### config.mk
export PLATFORM = sky130hd
export DESIGN_NAME = olk_top
export DESIGN_NICKNAME = d
export VERILOG_FILES = /design/src/rtl/olk_pkg.sv /design/src/rtl/olk_sync.sv /design/src/rtl/olk_erase_timer.sv /design/src/rtl/olk_top.sv
export VERILOG_INCLUDE_DIRS = /design/src /design/src/rtl
export SDC_FILE = /design/constraint.sdc
export NUM_CORES = 1
export LEC_CHECK = 0
export BUFFER_PORTS_ARGS = -buffer_cell sky130_fd_sc_hd__buf_2
export CAP_MARGIN = 10
export CELL_PAD_IN_SITES_DETAIL_PLACEMENT = 0
export CELL_PAD_IN_SITES_GLOBAL_PLACEMENT = 1
export CORE_AREA = 2 2 163 125
export CTS_CLUSTER_DIAMETER = 60
export DETAILED_ROUTE_END_ITERATION = 10
export DIE_AREA = 0 0 165 127
export PLACE_DENSITY = 0.83
export RECOVER_POWER = 25
export SKIP_CTS_REPAIR_TIMING = 1
export SYNTH_ARGS = -nofsm -noshare
export SYNTH_HDL_FRONTEND = slang
export SYNTH_SLANG_ARGS = --single-unit
### constraint.sdc
create_clock -name clk -period 6.1 [get_ports clk]
set_input_delay 0 -clock clk [delete_from_list [all_inputs] [get_ports clk]]
set_output_delay 0 -clock clk [all_outputs]
set_load 0.02 [all_outputs]
### src/rtl/olk_regs.svh
// Constants for the security erase and sector lock block
`ifndef OLK_REGS_SVH
`define OLK_REGS_SVH
`define OLK_OP_WRITE_UNLOCK 8'h06
`define OLK_OP_SEC_ERASE 8'h44
`define OLK_OP_GLOBAL_LOCK 8'h7E
`define OLK_OP_GLOBAL_UNLOCK 8'h98
`define OLK_OP_LOCK 8'h36
`define OLK_OP_UNLOCK 8'h39
`define OLK_OP_LOCK_READ 8'h3D
`define OLK_SEL_REG1 2'h1
`define OLK_SEL_REG2 2'h2
`define OLK_SEL_LSB 12
`define OLK_SEL_PAD_LSB 10
`define OLK_SECREG_BYTES 1024
`define OLK_NUM_REGIONS 64
`define OLK_REGION_LSB 16
`define OLK_STATUS_RESET 24'h400000
`define OLK_ERASE_TIME_US 40000
`define OLK_CLK_MHZ 10
`define OLK_ERASE_CYCLES (`OLK_ERASE_TIME_US * `OLK_CLK_MHZ)
`endif

### src/rtl/olk_pkg.sv
// Types for the security erase and sector lock block
package olk_pkg;
   typedef enum logic [4:0] {
      OLK_IDLE = 5'h01,
      OLK_OPC = 5'h02,
      OLK_ADDR = 5'h04,
      OLK_RDOUT = 5'h08,
      OLK_SKIP = 5'h10
   } olk_state_t;
endpackage

### src/rtl/olk_sync.sv
// Two-stage synchroniser for pin inputs
`timescale 1ns/10ps
module olk_sync #(
   parameter logic RST_VAL = 1'b0
) (
   // Clock
   input wire logic clk,
   input wire logic rst_n,
   input wire logic ce,
   // Data
   input wire logic d,
   output logic q
);
   logic meta_q;
   always_ff @(posedge clk) begin
      if (!rst_n) begin
         meta_q <= RST_VAL;
         q <= RST_VAL;
      end else if (ce) begin
         meta_q <= d;
         q <= meta_q;
      end
   end
endmodule

### src/rtl/olk_erase_timer.sv
// Self-timed erase cycle counter
`timescale 1ns/10ps
`include "olk_regs.svh"
module olk_erase_timer #(
   parameter int unsigned CYCLES = `OLK_ERASE_CYCLES
) (
   // Clock
   input wire logic clk,
   input wire logic rst_n,
   input wire logic ce,
   // Control
   input wire logic start,
   output logic busy,
   output logic done
);
   logic [31:0] cnt_q;
   always_ff @(posedge clk) begin
      if (!rst_n) begin
         cnt_q <= 32'h0;
         busy <= 1'b0;
         done <= 1'b0;
      end else if (ce) begin
         done <= 1'b0;
         if (start && !busy) begin
            cnt_q <= CYCLES - 32'h1;
            busy <= 1'b1;
         end else if (busy) begin
            if (cnt_q == 32'h0) begin
               busy <= 1'b0;
               done <= 1'b1;
            end else begin
               cnt_q <= cnt_q - 32'h1;
            end
         end
      end
   end
endmodule

### src/rtl/olk_top.sv
// Serial command decoder for security erase and region locks
`timescale 1ns/10ps
`include "olk_regs.svh"
module olk_top #(
   parameter int unsigned ERASE_CYCLES = `OLK_ERASE_CYCLES
) (
   // Clock and reset
   input wire logic clk,
   input wire logic rst_n,
   input wire logic ce,
   // Serial link pins
   input wire logic cs_n,
   input wire logic sclk,
   input wire logic si,
   output logic so,
   output logic so_oe_n,
   // Status bits
   input wire logic four_byte_mode,
   input wire logic otp_lock_first,
   input wire logic otp_lock_second,
   input wire logic per_region_protect_select,
   input wire logic protect_complement,
   input wire logic protect_top_bottom,
   input wire logic [3:0] protect_range_field,
   output logic write_latch_flag,
   output logic program_busy_flag,
   output logic status_bit_twenty_two,
   // Protection query from array control
   input wire logic [31:0] target_addr,
   output logic target_locked,
   // Security register erase strobe
   output logic secreg_erase_start,
   output logic [1:0] secreg_erase_sel,
   output logic secreg_erase_done
);
   logic cs_n_s, sclk_s, si_s;
   logic sclk_d1_q, cs_d1_q;
   logic sclk_rise, sclk_fall, cs_rise;
   olk_pkg::olk_state_t state_q;
   logic [7:0] opc_q;
   logic [31:0] addr_q;
   logic [5:0] bitcnt_q;
   logic [`OLK_NUM_REGIONS-1:0] lock_q;
   logic erase_go, tmr_busy, tmr_done;
   logic [1:0] sel_w;
   logic [5:0] addr_bits_w;

   olk_sync #(.RST_VAL(1'b1)) u_cs (.clk(clk), .rst_n(rst_n), .ce(ce),
      .d(cs_n), .q(cs_n_s));
   olk_sync u_ck (.clk(clk), .rst_n(rst_n), .ce(ce), .d(sclk), .q(sclk_s));
   olk_sync u_si (.clk(clk), .rst_n(rst_n), .ce(ce), .d(si), .q(si_s));

   // Region index of an address
   function automatic logic [5:0] region_of(input logic [31:0] a);
      region_of = a[`OLK_REGION_LSB +: 6];
   endfunction

   // Range protection from the status range fields
   function automatic logic range_hit(input logic [5:0] r,
         input logic cmp, input logic tb, input logic [3:0] bp);
      logic [6:0] span;
      logic in;
      span = 7'h0;
      in = 1'b0;
      if (bp != 4'h0) begin
         span = (bp >= 4'h7) ? 7'h40 : 7'(7'h1 << (bp - 4'h1));
      end
      if (tb) begin
         in = ({1'b0, r} < span);
      end else begin
         in = ({1'b0, r} >= (7'h40 - span));
      end
      range_hit = in ^ cmp;
   endfunction

   always_ff @(posedge clk) begin
      if (!rst_n) begin
         sclk_d1_q <= 1'b0;
         cs_d1_q <= 1'b1;
      end else if (ce) begin
         sclk_d1_q <= sclk_s;
         cs_d1_q <= cs_n_s;
      end
   end
   assign sclk_rise = sclk_s & ~sclk_d1_q & ~cs_n_s;
   assign sclk_fall = ~sclk_s & sclk_d1_q & ~cs_n_s;
   assign cs_rise = cs_n_s & ~cs_d1_q;
   assign addr_bits_w = four_byte_mode ? 6'd32 : 6'd24;
   assign sel_w = addr_q[`OLK_SEL_LSB +: 2];

   // Command shift state
   always_ff @(posedge clk) begin
      if (!rst_n) begin
         state_q <= olk_pkg::OLK_IDLE;
         opc_q <= 8'h00;
         addr_q <= 32'h0;
         bitcnt_q <= 6'h0;
      end else if (ce) begin
         if (cs_n_s) begin
            state_q <= olk_pkg::OLK_IDLE;
            bitcnt_q <= 6'h0;
         end else begin
            unique case (state_q)
               olk_pkg::OLK_IDLE: begin
                  state_q <= olk_pkg::OLK_OPC;
                  bitcnt_q <= 6'h0;
                  addr_q <= 32'h0;
               end
               olk_pkg::OLK_OPC: begin
                  if (sclk_rise) begin
                     opc_q <= {opc_q[6:0], si_s};
                     bitcnt_q <= bitcnt_q + 6'h1;
                     if (bitcnt_q == 6'd7) begin
                        bitcnt_q <= 6'h0;
                        case ({opc_q[6:0], si_s})
                           `OLK_OP_SEC_ERASE, `OLK_OP_LOCK,
                           `OLK_OP_UNLOCK, `OLK_OP_LOCK_READ:
                              state_q <= olk_pkg::OLK_ADDR;
                           default: state_q <= olk_pkg::OLK_SKIP;
                        endcase
                     end
                  end
               end
               olk_pkg::OLK_ADDR: begin
                  if (sclk_rise) begin
                     addr_q <= {addr_q[30:0], si_s};
                     bitcnt_q <= bitcnt_q + 6'h1;
                     if (bitcnt_q == addr_bits_w - 6'h1) begin
                        bitcnt_q <= 6'h0;
                        state_q <= (opc_q == `OLK_OP_LOCK_READ) ?
                           olk_pkg::OLK_RDOUT : olk_pkg::OLK_SKIP;
                     end
                  end
               end
               olk_pkg::OLK_RDOUT: state_q <= olk_pkg::OLK_RDOUT;
               olk_pkg::OLK_SKIP: begin
                  // Extra clocks break framing for opcode-only commands and for commands after their address
                  if (sclk_rise) begin
                     bitcnt_q <= 6'h1;
                  end
               end
            endcase
         end
      end
   end

   // exact framing
   // Valid framing: exact opcode or opcode plus address, no extra clocks
   logic frame_ok;
   assign frame_ok = cs_rise && (state_q == olk_pkg::OLK_SKIP) &&
      (bitcnt_q == 6'h0);

   assign erase_go = frame_ok && opc_q == `OLK_OP_SEC_ERASE &&
      write_latch_flag && !tmr_busy &&
      addr_q[`OLK_SEL_PAD_LSB +: 2] == 2'h0 &&
      ((sel_w == `OLK_SEL_REG1 && !otp_lock_first) ||
       (sel_w == `OLK_SEL_REG2 && !otp_lock_second));

   olk_erase_timer #(.CYCLES(ERASE_CYCLES)) u_tmr (
      .clk(clk), .rst_n(rst_n), .ce(ce),
      .start(erase_go), .busy(tmr_busy), .done(tmr_done));

   always_ff @(posedge clk) begin
      if (!rst_n) begin
         write_latch_flag <= 1'b0;
      end else if (ce) begin
         if (erase_go) begin
            write_latch_flag <= 1'b0;
         end else if (frame_ok && opc_q == `OLK_OP_WRITE_UNLOCK &&
               !tmr_busy) begin
            write_latch_flag <= 1'b1;
         end
      end
   end

   always_ff @(posedge clk) begin
      if (!rst_n) begin
         secreg_erase_start <= 1'b0;
         secreg_erase_sel <= 2'h0;
         secreg_erase_done <= 1'b0;
         program_busy_flag <= 1'b0;
         status_bit_twenty_two <= 1'b0;
      end else if (ce) begin
         secreg_erase_start <= erase_go;
         if (erase_go) begin
            secreg_erase_sel <= sel_w;
         end
         secreg_erase_done <= tmr_done;
         program_busy_flag <= tmr_busy;
         status_bit_twenty_two <= 1'(`OLK_STATUS_RESET >> 22);
      end
   end

   always_ff @(posedge clk) begin
      if (!rst_n) begin
         lock_q <= '1;
      end else if (ce && frame_ok && !tmr_busy) begin
         unique case (opc_q)
            `OLK_OP_GLOBAL_LOCK: lock_q <= '1;
            `OLK_OP_GLOBAL_UNLOCK: lock_q <= '0;
            `OLK_OP_LOCK: lock_q[region_of(addr_q)] <= 1'b1;
            `OLK_OP_UNLOCK: lock_q[region_of(addr_q)] <= 1'b0;
            default: lock_q <= lock_q;
         endcase
      end
   end

   always_ff @(posedge clk) begin
      if (!rst_n) begin
         so <= 1'b0;
         so_oe_n <= 1'b1;
      end else if (ce) begin
         if (state_q == olk_pkg::OLK_RDOUT && !cs_n_s) begin
            so_oe_n <= 1'b0;
            if (sclk_fall) begin
               so <= lock_q[region_of(addr_q)];
            end
         end else begin
            so_oe_n <= 1'b1;
            so <= 1'b0;
         end
      end
   end

   // protection for array program and erase
   always_ff @(posedge clk) begin
      if (!rst_n) begin
         target_locked <= 1'b1;
      end else if (ce) begin
         target_locked <= per_region_protect_select ?
            lock_q[region_of(target_addr)] :
            range_hit(region_of(target_addr), protect_complement,
                      protect_top_bottom, protect_range_field);
      end
   end
endmodule

=== Word level (Yosys, flattened, before mapping) ===
Cells that the tools add are included.

* $lt $le $gt $ge: 6
* Mux-type cells: 47
* Add/sub/neg operators: 5
* Divide/modulo/power cells: 0
* Shift operators: 1
* Reduce and logical (&&, ||, !) cells: 41
* Equal/unequal tests: 28
* Multipliers: 0
* Bitwise logic cells: 13

{| class="wikitable"
|+ Operators with widths
! kind !! number
|-
| $pmux W64 S4 || 1
|-
| $mux W32 || 3
|-
| $and A64 B64 Y64 || 1
|-
| $not A64 Y64 || 1
|-
| $or A64 B64 Y64 || 1
|-
| $eq A8 B6 Y1 const B || 6
|-
| $pmux W22 S2 || 1
|-
| $mux W6 || 7
|-
| $mux W5 || 7
|-
| $logic_not A32 Y1 || 1
|-
| $sub A32 B1 Y32 const B || 1
|-
| $mux W7 || 4
|-
| $eq A8 B7 Y1 const B || 3
|-
| $pmux W6 S4 || 1
|-
| $mux W22 || 1
|-
| $pmux W5 S4 || 1
|-
| $mux W1 || 18
|-
| $logic_and A1 B1 Y1 || 16
|-
| $ne A3 B2 Y1 const B || 5
|-
| $lt A6 B7 Y1 const B || 2
|-
| $bmux W1 S6 || 2
|-
| $reduce_bool A5 Y1 || 2
|-
| $eq A8 B3 Y1 const B || 1
|-
| $eq A8 B8 Y1 const B || 1
|-
| other kinds (36) || 54
|}

* Word-level logic and storage cells: 166
* Memories kept: 0
* Bits in writable memories: 0
* Bits in latches: 0
* Input port bits: 48
* Output and inout port bits: 10
* ROM bits: 0
* Register bits after elaboration: 157

=== Longest topological paths before layout ===
* Word-level depth: 13
* Depth in mapped cells: 13
* Gate-level depth less buffers: 12

=== By module ===
Synthesis repeated with hierarchy kept, for this count alone.

* Cell total of the unflattened synthesis: 1294
* Area, all modules: 9830.7 µm²

{| class="wikitable"
|+ Modules (own cells, without submodules)
! module !! sequential area each (µm²) !! instances !! area an instance (µm²) !! cells each
|-
| olk_top || 2342.2 || 1 || 7762.4 || 1060
|-
| olk_erase_timer || 680.7 || 1 || 1855.5 || 216
|-
| olk_sync at u_ck ... || 40.0 || 2 || 72.6 || 6
|-
| olk_sync at u_cs || 40.0 || 1 || 67.6 || 6
|}

=== Worst setup path after synthesis ===
No wires, ideal clock.

* Kind: register to register
* Start: register u_tmr.cnt_q[0]
* End: register u_tmr.cnt_q[31]
* Path buffers: 2
* Stages on the path, launching flop included: 11
* Slack: 3.946 ns
* Setup time: 0.128 ns
* Arrival time: 2.026 ns
* Data required time: 5.972 ns
* Period minus slack after synthesis: 2.154 ns
* Path through: dfxtp_1 > inv_1 > ha_1 > nor3b_2 > and4b_1 > buf_2 > a41oi_2 > buf_2 > o2111ai_1 > xor2_1 > nor2_1

* Word-level cells in the longest chain between the ends: 4
* Elaborated cells between the ends (all ways): 7
* Those cells by class: add/sub (1); eq/ne (1); mux (3); reduce/logical (2)

{| class="wikitable"
|+ Ends and longest elaborated chain
! what !! RTL line !! text
|-
| from (decl) || olk_erase_timer.sv:16 || <nowiki>logic [31:0] cnt_q;</nowiki>
|-
| from (signal assigned) || olk_erase_timer.sv:25 || <nowiki>cnt_q <= CYCLES - 32'h1;</nowiki>
|-
| from (signal assigned) || olk_erase_timer.sv:32 || <nowiki>cnt_q <= cnt_q - 32'h1;</nowiki>
|-
| $sub A32 B1 Y32 || olk_erase_timer.sv:32 ||
|-
| $mux W32 || olk_erase_timer.sv:28 || <nowiki>if (cnt_q == 32'h0) begin</nowiki>
|-
| $mux W32 || olk_erase_timer.sv:27 || <nowiki>end else if (busy) begin</nowiki>
|-
| $mux W32 || olk_erase_timer.sv:24 || <nowiki>if (start && !busy) begin</nowiki>
|}

Several ways; a longest one is shown, not always the timed one. The select of a mux whose other input is x is not followed.
A chain may end at the register's enable or synchronous reset.

=== Worst setup path after layout ===
* Start: register bitcnt_q[0]
* End: register u_tmr.cnt_q[28]

* Word-level cells in the longest chain between the ends: 10
* Elaborated cells between the ends (all ways): 12
* Those cells by class: eq/ne (1); mux (1); reduce/logical (10)

{| class="wikitable"
|+ Ends and longest elaborated chain
! what !! RTL line !! text
|-
| from (decl) || olk_top.sv:42 || <nowiki>logic [5:0] bitcnt_q;</nowiki>
|-
| from (signal assigned) || olk_top.sv:112 || <nowiki>bitcnt_q <= bitcnt_q + 6'h1;</nowiki>
|-
| from (signal assigned) || olk_top.sv:127 || <nowiki>bitcnt_q <= bitcnt_q + 6'h1;</nowiki>
|-
| $logic_not A6 Y1 * || olk_top.sv:151 || <nowiki>(bitcnt_q == 6'h0);</nowiki>
|-
| $logic_and A1 B1 Y1 * || olk_top.sv:150 || <nowiki>assign frame_ok = cs_rise && (state_q == olk_pkg::OLK_SKIP) &&</nowiki>
|-
| $logic_and A1 B1 Y1 (no line) * || -- ||
|-
| $logic_and A1 B1 Y1 * (4 in a row) || olk_top.sv:153 || <nowiki>assign erase_go = frame_ok && opc_q == `OLK_OP_SEC_ERASE &&</nowiki>
|-
| $logic_and A1 B1 Y1 * || olk_erase_timer.sv:24 ||
|-
| $ne A2 B1 Y1 (no line) or $reduce_bool A2 Y1 (tied branches) || -- ||
|-
| $reduce_and A3 Y1 (no line) || -- ||
|}

Every way passes the cells marked *; elsewhere a longest branch is shown, timed or not.

==> impl_metrics.yaml <==
timing:
  fmax_ghz: 0.232
  timing.final.max_slew_violations: 105
  layout_worst_path_cycle_share_pct: 70.7
  rsz0062_at_grt: "false"
  setup_viol_count_final: 0
  worstMarginPinSlew_ns: 3.05
  timing.slew.headroom_pct: -103
  final_period_demand_of_the_worst_path_ns: 4.31
  setup_tns_ns: 0
  clock_skew_ns: 0.0166
  number_of_endpoints_with_negative_hold_slack_in_the_final_report: 1
  smallest_hold_slack_ns: -0.00532
die:
  die_h_um: 127
  initial_utilization_pct: 49.9
  die-area_sq_um: 21000
  placementRows: 44
  top_level_ports: 58
  chipWidth_um: 165
  core_sq_um: 19200
global_routing:
  grt_usage_pct: 26.1
  antenna_violations_before_repair: 0
  overflow: 0
  grt_pass1_vias: 7984
  grt_max_degree: 80
  grt_first_pass_wirelength_um: 43400
route:
  wl_per_cell_um: 18.5
  remaining_drc_errors: 0
  postRouteAntennaNets: 0
  detail_route.wirelength_um: 27100
  drt-pass1-iter-count: 6
  vias: 8945
  drt-initial-drc-count: 955
  via_per_inst: 6.13
place:
  place.port_buffers: 31
  hpwlAfterDp_um: 16400
  routabilityCongestion: 0.843
clocking:
  clk_latency_ns: 0.44
  cts_max_path_buffers: 2
  tritoncts_clock_tree: "built"
  numCtsBuffers: 17
  clock-root-buffer: "clkbuf_16"
  htree_num_levels: 4
  cts.clk_slew.worst_paths_ns: 0.07
  clock_sinks: 157
power_and_ir_drop:
  cellPowerDensity_nw_per_um2: 224
  p_int_mw: 1.81
  sequential_share_of_power_pct: 44.2
  power_frac_clock_pct: 51.3
  max-vdd-ir-drop_mv: 0.166
  power.switching_uw: 526
  leakage_nw: 3.80
  portion_of_total_power_attributed_to_combinational_logic_pct: 4.5
  sw_frac_of_total_pct: 22.5
layout:
  design.final.nets: 1257
  share_of_final_layout_standard_cells_stronger_than_drive_strength_1_pct: 9.20
  flow.area_growth_from_synthesis_pct: 8.65
  n_diodes: 0
  fillCellCount: 1869
critical_path:
  critical_path_cell_count: 8
  worst_setup_path_end_kind: "flop"
  timing.critical_path.arrival_ns: 4.66
  critPathBufInv: 1
  critical_path.top_delay_family: "simple AND/OR/NAND/NOR gates"
  critical_path.slowest_cell: "nor4_1"
  crit_path_start_kind: "flop"
  crit_chain: "inv_1, ha_1, nor4b_1, nand4_1, nor4_1, o211ai_2, or4_1, a21oi_1"
  cp_slowest_stage_delay_ns: 2.17
  worst_ep_required_time_ns: 6.45
  critical_path.max_fanout: 14
  ff2ff_path_depth: 8
  timing.setup.critical_path_class: "reg2reg"
status:
  failed_checks: "hold timing, capacitance limit, slew limit"
  status: "complete, but fails checks"
logic_synthesis:
  post_synth_inst_count: 1229
  yosys-top-cells-count: "184 x nor2_1, 157 x dfxtp_1, 145 x a21oi_1"
  synth_ff_type: "dfxtp_1"
  netlist-cell-type-count: 70
  synth-edff-count: 0
  post_synthesis_area_per_instance_sq_um: 7.80
  ys_seq_elements: 157
  synth.yosys.seq_area_share_pct: 32.8
  synth-async-reset-ratio_pct: 0
  yosys.cell_count.top_type: "nor2_1"
  netlist_top_cells_area: "dfxtp_1 33%, a21oi_1 7.6%, nor2_1 7.2%"
  synth.net_count: 1292
  synth.top_cell.area_share_pct: 32.8
  synth_area_sq_um: 9590
  synthesis.yosys.warnings: 0
  yosys.area.top_type: "dfxtp_1"
hold_path:
  hold_path_class: "in2reg"
  whs_path_depth: 2
flow_run:
  drv_cap: 3
[cells by family after synthesis]
| family | after synthesis | synth area share (%) |
|---|---|---|
| flip-flops | 157 | 32.8 |
| buffers and inverters | 113 | 4.70 |
| multiplexers | 66 | 10.3 |
| AO/OA/AOI/OAI | 386 | 23.0 |
| adder cells (fa/ha/maj) | 15 | 1.96 |
| AND/OR/NAND/NOR | 464 | 24.7 |
| XOR/XNOR | 28 | 2.56 |
[cell usage in the layout (no fill, tap or decap), types with 6 or more instances in the layout]
master and count:
dlygate4sd3_1 6, o21ai_1 19, a21oi_1 145, o21ai_0 130, buf_4 10, nor3_1 11
nor3b_1 9, nand3_1 55, and2_1 12, buf_2 20, nand3b_1 9, nor2b_1 31
o211ai_1 9, xor2_1 22, nor2_1 184, o21a_1 6, ha_1 15, or3_1 9
and3_1 10, mux4_2 26, nand2b_1 8, nor4b_1 6, clkbuf_16 17, clkbuf_1 12
nor4_1 7, a21boi_0 28, and3b_1 6, a211o_1 6, mux2i_1 39, xnor2_1 6
nand2_1 72, inv_1 12, dfxtp_1 157
[routing by layer]
layer	up-vias	wire length, um	track usage, %
li1	4324	-	-
met4	0	416	7.67
met2	368	11400	37.2
met1	4213	13100	39.5
met5	-	0	0
met3	40	2160	5.32
[path summary, 6_finish.rpt]
kind / from / slack, ns / endpoint
setup / recovery: bitcnt_q[0] / 1.79 / u_tmr.cnt_q[28]
hold / removal: rst_n / -0.005 / u_cs.meta_q
setup reg to reg: bitcnt_q[0] / 1.79 / u_tmr.cnt_q[28]
hold reg to reg: status_bit_twenty_two / 0.46 / status_bit_twenty_two
[state kept, by name (all words and copies together), names as in the netlist, 2 cells and up]
signal            flops
bitcnt_q              6
addr_q               22
opc_q                 8
lock_q               64
state_q               5
secreg_erase_sel      2
u_tmr.cnt_q          32
[power groups by stage]
stage / combinational [mW] / clock, mW / sequential (mW)
final: 0.105 / 1.20 / 1.03
after global routing: 0.116 / 1.26 / 1.03
after CTS: 0.102 / 1.22 / 1.03
after detailed placement: 0.101 / 0 / 1.06
after global placement: 0.101 / 0 / 1.06
after floorplan: 0.0721 / 0 / 1.06
[worst reg2reg max path, stage by stage, from the launching register on]
cell,delay (ns)
dfxtp_1,0.35
inv_1,0.07
ha_1,0.17
nor4b_1,0.24
nand4_1,0.18
nor4_1,2.17
o211ai_2,0.38
or4_1,0.52
a21oi_1,0.15
[area by class of cell]
class / count / area [sq um] / area share [%]
well taps: 253 / 317 / 3.04
clock inverters: 13 / 210 / 2.02
inverters: 12 / 45.0 / 0.432
multi-input cells: 959 / 5990 / 57.5
flip-flops and latches: 157 / 3140 / 30.2
clock buffers: 19 / 443 / 4.25
repair buffers: 47 / 277 / 2.65
[metrics by stage]
| stage | setup WS [ns] | utilization [%] | power [mW] | area [sq um] | instances |
|---|---|---|---|---|---|
| 5_1_grt | 1.52 | 54.2 | 2.41 | 10400 | 1460 |
| 3_3_place_gp | 3.06 | 50.8 | 1.16 | 9760 | 1422 |
| 4_1_cts | 3.04 | 54.2 | 2.35 | 10400 | 1454 |
| 3_5_place_dp | 3.05 | 50.8 | 1.16 | 9760 | 1422 |
| 6_report | 1.79 | 54.2 | 2.34 | 10400 | 1460 |
| 2_1_floorplan | 3.95 | - | 1.13 | 9590 | 1229 |
No activity file was read; power rests on OpenSTA's default activity.
